## config.mk

```make
export PLATFORM = sky130hd
export DESIGN_NAME = dbgmb_device_flat
export DESIGN_NICKNAME = d
export VERILOG_FILES = /design/src/rtl/dbgmb_pkg.sv /design/src/rtl/dbgmb_if.sv /design/src/rtl/dbgmb_flag.sv /design/src/rtl/dbgmb_device.sv /design/src/flat_wrapper.sv
export SDC_FILE = /design/constraint.sdc
export NUM_CORES = 1
export LEC_CHECK = 0
export ABC_CLOCK_PERIOD_IN_PS = 3400
export BUFFER_PORTS_ARGS = -buffer_cell sky130_fd_sc_hd__buf_2
export CORE_ASPECT_RATIO = 2
export CORE_UTILIZATION = 55
export DETAILED_ROUTE_END_ITERATION = 8
export PLACE_DENSITY = 0.77
export SKIP_LAST_GASP = 1
export SLEW_MARGIN = 20
export SYNTH_ARGS = -nofsm -noshare
export SYNTH_HDL_FRONTEND = slang
export SYNTH_SLANG_ARGS = --single-unit
export TNS_END_PERCENT = 10
```

## constraint.sdc

```tcl
create_clock -name clock_i -period 3.4 [get_ports clock_i]
set_input_delay 0.51 -clock clock_i [delete_from_list [all_inputs] [get_ports clock_i]]
set_output_delay 0.51 -clock clock_i [all_outputs]
set_load 0.01 [all_outputs]
```

## src/rtl/dbgmb_pkg.sv

```systemverilog
// Package for the debug mailbox: register offsets, field positions, reset values.
// Assumes a 32-bit Avalon-MM software bus and a word-wide debug access port.
package dbgmb_pkg;
  localparam int DATA_W = 32;
  localparam int ADDR_W = 16;
  localparam int NUM_IRQ = 4;
  // Software-visible offsets.
  localparam logic [ADDR_W-1:0] OFS_IRQ_STATUS = 16'h1030;
  localparam logic [ADDR_W-1:0] OFS_IRQ_MASK = 16'h1028;
  localparam logic [ADDR_W-1:0] OFS_IRQ_MASKED = 16'h1038;
  localparam logic [ADDR_W-1:0] OFS_IRQ_SET = 16'h1040;
  localparam logic [ADDR_W-1:0] OFS_INTERRUPT_CLEAR = 16'h1048;
  localparam logic [ADDR_W-1:0] OFS_EVENT_LINE_MODE = 16'h10e0;
  localparam logic [ADDR_W-1:0] OFS_MODULE_DESCRIPTOR = 16'h10fc;
  localparam logic [ADDR_W-1:0] OFS_INBOUND_WORD = 16'h1100;
  localparam logic [ADDR_W-1:0] OFS_INBOUND_CONTROL = 16'h1104;
  localparam logic [ADDR_W-1:0] OFS_OUTBOUND_WORD = 16'h1108;
  localparam logic [ADDR_W-1:0] OFS_OUTBOUND_CONTROL = 16'h110c;
  // Interrupt bit positions.
  localparam int BIT_POWER_DOWN = 3;
  localparam int BIT_POWER_UP = 2;
  localparam int BIT_OUTBOUND_WORD = 1;
  localparam int BIT_INBOUND_WORD = 0;
  // Event line mode encodings.
  localparam logic [1:0] MODE_DISABLED = 2'h0;
  localparam logic [1:0] MODE_SOFTWARE = 2'h1;
  localparam logic [1:0] MODE_HARDWARE = 2'h2;
  localparam logic [1:0] LINE_MODE_RESET = MODE_SOFTWARE;
  // Descriptor field values; the module code is arbitrary.
  localparam logic [15:0] MODULE_CODE = 16'h5a5a;
  localparam logic [3:0] FEATURE_SET = 4'h0;
  localparam logic [3:0] MAJOR_REVISION = 4'h0;
  localparam logic [3:0] MINOR_REVISION = 4'h0;
  localparam logic [DATA_W-1:0] ZERO_WORD = 32'h0000_0000;
  localparam logic [NUM_IRQ-1:0] ZERO_IRQ = 4'h0;
  // Control word fields: the full flag and the software outbound flags.
  localparam int FULL_BIT = 0;
  localparam int OUT_FLAG_MSB = 7;
  localparam int OUT_FLAG_LSB = 1;
  // Tool port address decode: word select.
  typedef enum logic [1:0] {
    DBGMB_PORT_WORD = 2'b00,
    DBGMB_PORT_CONTROL = 2'b01,
    DBGMB_PORT_OUTBOUND = 2'b10,
    DBGMB_PORT_OUT_CONTROL = 2'b11
  } dbgmb_port_sel_t;
endpackage : dbgmb_pkg

```

## src/rtl/dbgmb_if.sv

```systemverilog
// Interface joining the mailbox device to the debug tool end.
// Simple one-cycle strobed access port; reads answer in the next cycle.
`timescale 1ns/1ps
`default_nettype none
interface dbgmb_if;
  import dbgmb_pkg::*;
  logic wr;
  logic rd;
  dbgmb_port_sel_t sel;
  logic [DATA_W-1:0] wdata;
  logic [DATA_W-1:0] rdata;
  logic rvalid;
  modport device (input wr, input rd, input sel, input wdata, output rdata, output rvalid);
  modport tool (output wr, output rd, output sel, output wdata, input rdata, input rvalid);
endinterface : dbgmb_if
`default_nettype wire

```

## src/rtl/dbgmb_flag.sv

```systemverilog
// One sticky flag with set-over-clear priority.
// Assumes set and clear come from logic on the same clock.
`timescale 1ns/1ps
`default_nettype none
module dbgmb_flag (
  // Clock and reset.
  input wire logic clock_i,
  input wire logic reset_n_i,
  // Controls.
  input wire logic set_i,
  input wire logic clear_i,
  // State.
  output logic flag_o
);
  // A set in the same cycle as a clear wins so no event is lost.
  always_ff @(posedge clock_i or negedge reset_n_i)
  begin
    if (!reset_n_i)
      flag_o <= 1'b0;
    else if (set_i)
      flag_o <= 1'b1;
    else if (clear_i)
      flag_o <= 1'b0;
  end
endmodule // dbgmb_flag
`default_nettype wire

```

## src/rtl/dbgmb_device.sv

```systemverilog
// Debug mailbox device: Avalon-MM register slave plus the tool access port.
// Assumes one clock; the tool port and event inputs are on that clock.
//
// The Avalon-MM register port was chosen for this implementation.
`timescale 1ns/1ps
`default_nettype none
// Summary of operation
// - Clear register ones clear raw status bits.
// - Interrupt bits: power-down 3, power-up 2, words 1/0.
// - Line mode field reads constant, resets software.
// - Software mode: flag held until software clears.
// - Hardware mode: consumer clears flag automatically.
// - Descriptor upper half holds module code.
// - Descriptor lower fields: feature, instance, revisions.
// - Tool writes inbound word, processor reads.
// - Tool write sets inbound-full flag.
// - Processor inbound read clears inbound-full.
// - Tool polls inbound-full before writing.
// - Inbound control upper bits are tool flags.
// - Processor writes outbound word, tool reads.
// - Outbound-full set by write, cleared by tool read.
// - Masked status equals mask AND raw.
// - Set register ones set raw status bits.
// - Clear works even when mask disabled.
module dbgmb_device #(
  parameter logic [3:0] INSTANCE_INDEX = 4'h0
) (
  // Clock and reset.
  input wire logic clock_i,
  input wire logic reset_n_i,
  // Avalon-MM slave.
  input wire logic [dbgmb_pkg::ADDR_W-1:0] avs_address_i,
  input wire logic avs_read_i,
  input wire logic avs_write_i,
  input wire logic [dbgmb_pkg::DATA_W-1:0] avs_writedata_i,
  output logic [dbgmb_pkg::DATA_W-1:0] avs_readdata_o,
  output logic avs_waitrequest_o,
  // Power events and hardware consumer acknowledge.
  input wire logic power_down_event_i,
  input wire logic power_up_event_i,
  input wire logic [dbgmb_pkg::NUM_IRQ-1:0] consumer_ack_i,
  // Interrupt.
  output logic irq_o,
  // Tool access port.
  dbgmb_if.device port
);
  import dbgmb_pkg::*;
  localparam logic [1:0] LINE_MODE = LINE_MODE_RESET;
  logic [DATA_W-1:0] inbound_word;
  logic [DATA_W-1:1] inbound_flags;
  logic [DATA_W-1:0] outbound_word;
  logic [OUT_FLAG_MSB:OUT_FLAG_LSB] outbound_flags;
  logic [NUM_IRQ-1:0] interrupt_mask;
  logic [NUM_IRQ-1:0] raw_status;
  logic [NUM_IRQ-1:0] masked_status;
  logic [NUM_IRQ-1:0] event_set;
  logic [NUM_IRQ-1:0] event_clear;
  logic inbound_full;
  logic outbound_full;
  logic access;
  logic sw_wr;
  logic sw_rd;
  logic tool_in_wr;
  logic tool_out_rd;

  // Each access takes one wait cycle so reads come from registered data.
  assign access = (avs_read_i || avs_write_i) && avs_waitrequest_o;
  assign sw_wr = avs_write_i && !avs_waitrequest_o;
  assign sw_rd = avs_read_i && !avs_waitrequest_o;
  assign tool_in_wr = port.wr && port.sel == DBGMB_PORT_WORD;
  assign tool_out_rd = port.rd && port.sel == DBGMB_PORT_OUTBOUND;

  always_ff @(posedge clock_i or negedge reset_n_i)
  begin
    if (!reset_n_i)
      avs_waitrequest_o <= 1'b1;
    else
      avs_waitrequest_o <= !access;
  end

  // Event sources; a disabled line ignores hardware events, not software sets.
  always_comb
  begin
    event_set = ZERO_IRQ;
    event_clear = ZERO_IRQ;
    if (LINE_MODE != MODE_DISABLED)
    begin
      event_set[BIT_POWER_DOWN] = power_down_event_i;
      event_set[BIT_POWER_UP] = power_up_event_i;
      event_set[BIT_OUTBOUND_WORD] = sw_wr && avs_address_i == OFS_OUTBOUND_WORD;
      event_set[BIT_INBOUND_WORD] = tool_in_wr;
    end
    if (sw_wr && avs_address_i == OFS_IRQ_SET)
      event_set = event_set | avs_writedata_i[NUM_IRQ-1:0];
    if (sw_wr && avs_address_i == OFS_INTERRUPT_CLEAR)
      event_clear = avs_writedata_i[NUM_IRQ-1:0];
    if (LINE_MODE == MODE_HARDWARE)
      event_clear = event_clear | consumer_ack_i;
  end

  // One sticky raw flag per source; software mode holds it until a clear.
  genvar gi;
  generate
    for (gi = 0; gi < NUM_IRQ; gi = gi + 1)
    begin : g_raw
      dbgmb_flag u_flag (
        .clock_i(clock_i),
        .reset_n_i(reset_n_i),
        .set_i(event_set[gi]),
        .clear_i(event_clear[gi]),
        .flag_o(raw_status[gi])
      );
    end
  endgenerate

  assign masked_status = raw_status & interrupt_mask;

  // Interrupt line is registered, high while any enabled raw bit is set.
  always_ff @(posedge clock_i or negedge reset_n_i)
  begin
    if (!reset_n_i)
      irq_o <= 1'b0;
    else
      irq_o <= |masked_status;
  end

  // Software-written configuration and outbound data.
  always_ff @(posedge clock_i or negedge reset_n_i)
  begin
    if (!reset_n_i)
    begin
      interrupt_mask <= ZERO_IRQ;
      outbound_word <= ZERO_WORD;
      outbound_flags <= 7'h00;
    end
    else if (sw_wr)
    begin
      if (avs_address_i == OFS_IRQ_MASK)
        interrupt_mask <= avs_writedata_i[NUM_IRQ-1:0];
      if (avs_address_i == OFS_OUTBOUND_WORD)
        outbound_word <= avs_writedata_i;
      if (avs_address_i == OFS_OUTBOUND_CONTROL)
        outbound_flags <= avs_writedata_i[OUT_FLAG_MSB:OUT_FLAG_LSB];
    end
  end

  // Tool-written inbound data and general flags.
  always_ff @(posedge clock_i or negedge reset_n_i)
  begin
    if (!reset_n_i)
    begin
      inbound_word <= ZERO_WORD;
      inbound_flags <= 31'h0000_0000;
    end
    else
    begin
      if (tool_in_wr)
        inbound_word <= port.wdata;
      if (port.wr && port.sel == DBGMB_PORT_CONTROL)
        inbound_flags <= port.wdata[DATA_W-1:1];
    end
  end

  // Full flags: the writer's set wins over a same-cycle read.
  always_ff @(posedge clock_i or negedge reset_n_i)
  begin
    if (!reset_n_i)
    begin
      inbound_full <= 1'b0;
      outbound_full <= 1'b0;
    end
    else
    begin
      if (tool_in_wr)
        inbound_full <= 1'b1;
      else if (sw_rd && avs_address_i == OFS_INBOUND_WORD)
        inbound_full <= 1'b0;
      if (sw_wr && avs_address_i == OFS_OUTBOUND_WORD)
        outbound_full <= 1'b1;
      else if (tool_out_rd)
        outbound_full <= 1'b0;
    end
  end

  // Software read mux; unmapped and write-only offsets read zero.
  always_ff @(posedge clock_i or negedge reset_n_i)
  begin
    if (!reset_n_i)
      avs_readdata_o <= ZERO_WORD;
    else if (access && avs_read_i)
    begin
      case (avs_address_i)
        OFS_IRQ_STATUS: avs_readdata_o <= {28'h0000000, raw_status};
        OFS_IRQ_MASK: avs_readdata_o <= {28'h0000000, interrupt_mask};
        OFS_IRQ_MASKED: avs_readdata_o <= {28'h0000000, masked_status};
        OFS_EVENT_LINE_MODE: avs_readdata_o <= {30'h00000000, LINE_MODE};
        OFS_MODULE_DESCRIPTOR: avs_readdata_o <= {MODULE_CODE, FEATURE_SET,
          INSTANCE_INDEX, MAJOR_REVISION, MINOR_REVISION};
        OFS_INBOUND_WORD: avs_readdata_o <= inbound_word;
        OFS_INBOUND_CONTROL: avs_readdata_o <= {inbound_flags, inbound_full};
        OFS_OUTBOUND_WORD: avs_readdata_o <= outbound_word;
        OFS_OUTBOUND_CONTROL: avs_readdata_o <= {24'h000000, outbound_flags, outbound_full};
        default: avs_readdata_o <= ZERO_WORD;
      endcase
    end
  end

  // Tool read answer, one cycle after the strobe.
  always_ff @(posedge clock_i or negedge reset_n_i)
  begin
    if (!reset_n_i)
    begin
      port.rdata <= ZERO_WORD;
      port.rvalid <= 1'b0;
    end
    else
    begin
      port.rvalid <= port.rd;
      if (port.rd)
      begin
        case (port.sel)
          DBGMB_PORT_WORD: port.rdata <= inbound_word;
          DBGMB_PORT_CONTROL: port.rdata <= {inbound_flags, inbound_full};
          DBGMB_PORT_OUTBOUND: port.rdata <= outbound_word;
          DBGMB_PORT_OUT_CONTROL: port.rdata <= {24'h000000, outbound_flags, outbound_full};
          default: port.rdata <= ZERO_WORD;
        endcase
      end
    end
  end
endmodule // dbgmb_device
`default_nettype wire

```

## src/flat_wrapper.sv

```systemverilog
// flat-port wrapper written by rule: the top's interface ports become plain ports
module dbgmb_device_flat import dbgmb_pkg::*;
#(
  parameter logic [3:0] INSTANCE_INDEX = 4'h0
)
  (clock_i, reset_n_i, avs_address_i, avs_read_i, avs_write_i, avs_writedata_i, avs_readdata_o, avs_waitrequest_o, power_down_event_i, power_up_event_i, consumer_ack_i, irq_o, port_wr, port_rd, port_sel, port_wdata, port_rdata, port_rvalid);
  dbgmb_if port_i ();
  input wire logic clock_i;
  input wire logic reset_n_i;
  input wire logic [dbgmb_pkg::ADDR_W-1:0] avs_address_i;
  input wire logic avs_read_i;
  input wire logic avs_write_i;
  input wire logic [dbgmb_pkg::DATA_W-1:0] avs_writedata_i;
  output logic [dbgmb_pkg::DATA_W-1:0] avs_readdata_o;
  output logic avs_waitrequest_o;
  input wire logic power_down_event_i;
  input wire logic power_up_event_i;
  input wire logic [dbgmb_pkg::NUM_IRQ-1:0] consumer_ack_i;
  output logic irq_o;
  input wire logic [$bits(port_i.wr)-1:0] port_wr;
  input wire logic [$bits(port_i.rd)-1:0] port_rd;
  input wire logic [$bits(port_i.sel)-1:0] port_sel;
  input wire logic [$bits(port_i.wdata)-1:0] port_wdata;
  output wire logic [$bits(port_i.rdata)-1:0] port_rdata;
  output wire logic [$bits(port_i.rvalid)-1:0] port_rvalid;
  assign port_i.wr = port_wr;
  assign port_i.rd = port_rd;
  assign port_i.sel = port_sel;
  assign port_i.wdata = port_wdata;
  assign port_rdata = port_i.rdata;
  assign port_rvalid = port_i.rvalid;
  dbgmb_device #(.INSTANCE_INDEX(INSTANCE_INDEX)) u_core (.clock_i(clock_i), .reset_n_i(reset_n_i), .avs_address_i(avs_address_i), .avs_read_i(avs_read_i), .avs_write_i(avs_write_i), .avs_writedata_i(avs_writedata_i), .avs_readdata_o(avs_readdata_o), .avs_waitrequest_o(avs_waitrequest_o), .power_down_event_i(power_down_event_i), .power_up_event_i(power_up_event_i), .consumer_ack_i(consumer_ack_i), .irq_o(irq_o), .port(port_i));
endmodule
```

# After elaboration in Yosys (flattened, before gate mapping)
# Cells that the tools add are included.
[classes] eq_ne=14 muxes=16 bitwise_logic=2 reduce_logical=25
[op_table] operator="32-bit case mux with 9 select lines" count=1
[op_table] operator="16-bit by 13-bit == test with 1-bit output (second input constant)" count=11
[op_table] operator="32-bit case mux with 4 select lines" count=1
[op_table] operator="1-bit 2-to-1 mux" count=12
[op_table] operator="2-bit nonzero test" count=6
[op_table] operator="1-bit logical AND" count=11
[op_table] operator="4-bit 2-to-1 mux" count=2
[op_table] operator="2-bit AND reduction" count=3
[op_table] operator="4-bit bitwise AND" count=1
[op_table] operator="2-bit == test (second input constant)" count=2
[op_table] operator="4-bit bitwise OR" count=1
[op_table] operator="4-bit OR reduction" count=1
[op_table] operator="2-bit by 1-bit == test with 1-bit output (second input constant)" count=1
[op_table] operator="1-bit zero test" count=2
[op_table] operator="2-bit zero test" count=1
[op_table] operator="1-bit logical OR" count=1
[totals] register_bits=179 inputBits=94 wordCells=73

# Logic depth before layout (Yosys ltp)
[depth] word_depth=6 ltp_mapped=8

# Modules after synthesis
# From an unflattened synthesis, not the netlist that was laid out.
[hier_totals] hier_cells=656 area_unflattened_um2=8197.9
[by_module_without_submodules] mod="dbgmb_device" n_inst=1 cells_per_inst=644 area_per_inst_um2=8052.7 seq_area_each_um2=4380.5
[by_module_without_submodules] mod="dbgmb_flag" n_inst=4 cells_per_inst=3 area_per_inst_um2=36.3 seq_area_each_um2=25.0

# Least setup slack after synthesis
# OpenSTA, ideal clock, no wires.
[synth_timing] kind="input-to-reg" startpoint="input port avs_address_i[13] (netlist bit)" endpoint="register u_core.outbound_flags[1] (netlist bit)" arrival_time_ps=1908 required_ps=3275 slack_ps=1367 stages=4 path_buffers=0 cell_sequence="nor4b_4 > nand3_2 > nor4_4 > mux2_2"
[synth_between] elab_chain_len=2
[synth_lines] element="start: declaration" line_no="flat_wrapper.sv:10" rtl="input wire logic [dbgmb_pkg::ADDR_W-1:0] avs_address_i;"
[synth_lines] element="16-bit by 13-bit == test with 1-bit output" line_no="dbgmb_device.sv:142" rtl="if (avs_address_i == OFS_OUTBOUND_CONTROL)"
[synth_lines] element="2-bit AND reduction (no source line)"
[synth_lines] element="end signal: assignment" line_no="dbgmb_device.sv:143" rtl="outbound_flags <= avs_writedata_i[OUT_FLAG_MSB:OUT_FLAG_LSB];"
[synth_lines] element="end: declaration" line_no="dbgmb_device.sv:52" rtl="logic [OUT_FLAG_MSB:OUT_FLAG_LSB] outbound_flags;"
# Every way passes these cells.
# A chain may end at the register's enable or synchronous reset.

# Worst setup path in the final report
[layout_timing] startpoint="input port avs_address_i[3] (netlist bit)" endpoint="register u_core.avs_readdata_o[22] (netlist bit)"
[layout_between] elab_chain_len=2 elab_cells_between_ends=10
[layout_lines] element="16-bit by 13-bit == test with 1-bit output" line_no="dbgmb_device.sv:192" rtl="case (avs_address_i)"
[layout_lines] element="32-bit case mux with 9 select lines (*)" line_no="dbgmb_device.sv:192"
[layout_lines] element="end signal: assignment" line_no="dbgmb_device.sv:193" rtl="OFS_IRQ_STATUS: avs_readdata_o <= {28'h0000000, raw_status};"
[layout_lines] element="end signal: assignment" line_no="dbgmb_device.sv:194" rtl="OFS_IRQ_MASK: avs_readdata_o <= {28'h0000000, interrupt_mask};"
[layout_lines] element="end signal: assignment" line_no="dbgmb_device.sv:195" rtl="OFS_IRQ_MASKED: avs_readdata_o <= {28'h0000000, masked_status};"
[layout_lines] element="end: declaration" line_no="dbgmb_device.sv:36" rtl="output logic [dbgmb_pkg::DATA_W-1:0] avs_readdata_o,"
# Mark *: on every way between the ends. The rest lies on a longest branch, timed or not.

==> out/qor.txt <==
================================================================================
Cell at the slowest stage of the critical path .................... sky130_fd_sc_hd__nor2_1
Ranking of synthesized cells by instance count .................... sky130_fd_sc_hd__dfrtp_1, sky130_fd_sc_hd__mux2_2, sky130_fd_sc_hd__nor2_1
Leakage power of the design .......................................   0.00449 µW
Number of global-route vias before repair .........................         6813
Final net count ...................................................          941
RD Place Congestion ...............................................        0.878
Pre-CTS WS ........................................................     0.776 ns
Critical path, cell by cell ....................................... buf_2 > nor4b_4 > nand2_1 > nor2_1 > buf_4 > a21oi_1 > a31oi_1
Post-synthesis cell type with the largest combined area ........... sky130_fd_sc_hd__dfrtp_1
Share of post-route cells with drive strength above 1 .............        40.8%
Delay of the slowest cell on the worst path .......................      0.52 ns
Iteration-0 DRC count of the detailed router ......................          484
Inserted Clock Buffers ............................................           17
Fraction of the yosys area taken by sequential cells ..............        54.4%
Total wirelength of the detailed-routed design ....................      22.4 mm
Yosys warning count ...............................................            0
Final setup TNS ...................................................         0 ns
Filler-free cell count of the finished design .....................         1052
Starting utilization of the core area .............................        56.7%
Core footprint ....................................................    14500 µm²
Antenna cells .....................................................            0
Worst-case clock skew .............................................   0.00852 ns
Count of endpoints failing hold in the final timing report ........            0
Max Freq ..........................................................      439 MHz
Startpoint of the lowest-slack register-to-register path .......... u_core.avs_waitrequest_o$_DFF_PN1_
Max-slew headroom at the worst pin ................................        39.0%
R2R Path End ...................................................... u_core.avs_readdata_o[7]$_DFFE_PN0P_
Worst-Skew Late Latency ...........................................      0.44 ns
Setup repair bufs after CTS .......................................            0
Power density over cell area ......................................   548 nW/µm²
Area used by multi-input combinational logic ......................     3600 µm²
Unrepaired setup endpoints after global routing ...................           no
Number of nets in the synthesized netlist .........................          792
Final Worst Setup Slack ...........................................      1.12 ns
Wire length of the first global-routing pass ......................      35.3 mm
DRC violation count after routing .................................            0
Count of maximum capacitance violations ...........................            0
Total of cells resized after clock tree synthesis .................            0
Area fraction of the dominant cell type after synthesis ...........        54.1%
Maximum net fanout on the critical path ...........................           15
Total setup violations reported at the end of the flow ............            0
Number of buffers and inverters on the critical path ..............            2
Worst-margin pin slew .............................................     0.916 ns
Layout area overhead ..............................................        20.1%
Setup slack, reg-to-reg ...........................................      1.46 ns
I/O Buffers .......................................................          156
Number of antenna violations at the first check in global routing .            0
Clock period minus worst slack ....................................      2.28 ns
Final period utilization ..........................................        67.0%
Area taken by flip-flops and latches ..............................     4480 µm²
Pre-Repair DR Iteration Count .....................................            5
Synth Cell Area ...................................................     8230 µm²
Average size of a mapped cell .....................................     11.8 µm²
Nature of the critical path startpoint ............................    input pin
Antenna Nets Post-Route ...........................................            0
Total Power Consumption ...........................................      5420 µW
Final core utilization ............................................        68.1%
GRT overflow ......................................................            0
Startpoint-to-endpoint class of the critical path ................. input pin to register
Floorplan die width ...............................................      88.5 µm
Number of enable-type register cells in the synthesized netlist ...            0
Instance count of the mapped netlist ..............................          698
Cell types with the largest area share after synthesis ............ sky130_fd_sc_hd__dfrtp_1, sky130_fd_sc_hd__mux2_2, sky130_fd_sc_hd__a21oi_1
Clk pin slew, worst setup/hold paths ..............................      0.07 ns
TritonCTS clock tree ..............................................         done
Most repeated cell in the gate-level netlist after synthesis ...... sky130_fd_sc_hd__dfrtp_1
Worst IR drop on VDD ..............................................     0.419 mV
Count of boundary I/O pins ........................................          161
Clock Root Buffer ................................................. sky130_fd_sc_hd__clkbuf_16
Type of the tightest min-delay check .............................. input pin to asynchronous set/reset pin
Outcome ...........................................................    completed
Post-synth ARST share .............................................         100%
Crit path DAT .....................................................      2.63 ns
Total number of vias ..............................................         6450
Largest net degree at the start of global routing .................           65
Worst path top cell family by delay ............................... simple AND/OR/NAND/NOR gates
Number of levels the H-tree was split into ........................            4
HPWL Detailed .....................................................      15.3 mm
Number of cell rows ...............................................           62
Overall die height ................................................       175 µm
Number of unique standard cell types used by synthesis ............           48
Sinks on Clock Net ................................................          179
Number of hold buffers added after CTS ............................            0
Filler cell count .................................................         1125
Pins Over Slew Limit ..............................................            0
Full die area .....................................................    15500 µm²
Overall fraction of global-route tracks in use ....................        30.9%
Count of placed standard cells including taps .....................         1020
Top_reg_cell synth ................................................ sky130_fd_sc_hd__dfrtp_1
Required time of the critical path ................................      3.75 ns
Length in cells of the worst reg-to-reg path ......................            4
Count of state elements after synthesis ...........................          179
Kind of end point of the critical path ............................     register
Max Root-Sink Buffers .............................................            2
Wirelength per Cell ...............................................      21.3 µm
Detail-routed via count per cell ..................................         6.13
================================================================================
[cell type report]
cell class	instances	share of cell area, %
clock buffer	17	4.30
clock inverter	15	1.72
inverter	2	0.0760
multi-input combinational	473	36.4
sequential	179	45.3
tap	192	2.43
timing repair buffer	174	9.71
[cells in the final DEF, fill, tap and decap left out, drive strengths merged, types with 3 or more instances in the layout]
cell,instances
nand4,3
nor2,107
a21oi,94
clkinv,4
a222oi,4
a221o,3
mux2i,30
mux2,119
nor4,7
nor3,6
mux4,8
o21ai,3
buf,174
inv,10
dfrtp,178
nand3,7
a31oi,11
nand2,12
nand2b,4
nor4b,4
clkbuf,17
a22oi,28
[flip-flops by register name, indices dropped and copies added (netlist names), 4 cells and up]
name                        count
u_core.avs_readdata_o          32
u_core.inbound_word            32
u_core.g_raw.u_flag.flag_o      4
u_core.outbound_word           32
u_core.interrupt_mask           4
u_core.outbound_flags           7
u_core.inbound_flags           31
u_core.port.rdata              32
[worst reg2reg max path, cell delays in order, from the launching register on]
cell and delay [ns]:
sky130_fd_sc_hd__dfstp_2 0.58, sky130_fd_sc_hd__and2_2 0.77, sky130_fd_sc_hd__buf_4 0.33, sky130_fd_sc_hd__nor2_1 0.06
sky130_fd_sc_hd__a21oi_1 0.12
[metal layers]
layer  up-vias  wire length [µm]  GRT usage [%]  share of wire (%)
li1       2837                 -              -                  -
met1      3284              7920           34.3                 35
met2       258             12200           53.2                 54
met3        71              1110           5.95                5.0
met4         0              1190           18.5                5.3
met5         -                 0              0                  0
[logic make-up after synthesis]
| logic type | after synthesis | share of synthesized area, % |
|---|---|---|
| flip-flops | 179 | 54.4 |
| AND/OR/NAND/NOR | 164 | 10.2 |
| buffers and inverters | 46 | 2.30 |
| multiplexers | 157 | 22.1 |
| AO/OA/AOI/OAI | 152 | 11.0 |
[worst max path at each step]
| stage | from | endpoint | slack [ns] | cells after the start |
|---|---|---|---|---|
| floorplan | avs_address_i[13] | u_core.outbound_flags[1]$_DFFE_PN0P_ | 1.37 | 4 |
| global placement | avs_address_i[3] | u_core.avs_readdata_o[20]$_DFFE_PN0P_ | 0.81 | 7 |
| detailed placement | avs_address_i[3] | u_core.avs_readdata_o[22]$_DFFE_PN0P_ | 0.78 | 7 |
| CTS | avs_address_i[3] | u_core.avs_readdata_o[22]$_DFFE_PN0P_ | 1.18 | 7 |
| global route | avs_address_i[3] | u_core.avs_readdata_o[22]$_DFFE_PN0P_ | 1.09 | 7 |
| finish | avs_address_i[3] | u_core.avs_readdata_o[22]$_DFFE_PN0P_ | 1.12 | 7 |
[power breakdown]
group | total [µW] | switching, µW | internal [µW]
Sequential | 2580 | 190 | 2390
Clock | 2010 | 902 | 1110
Combinational | 827 | 433 | 394
[through the flow]
stage          hold WS [ns]  area [µm²]
2_1_floorplan         0.214        8230
3_3_place_gp          0.480        9290
3_5_place_dp          0.490        9290
4_1_cts              0.0635        9880
5_1_grt              0.0826        9880
6_report             0.0443        9880
Power figures use the tool's default switching activity.
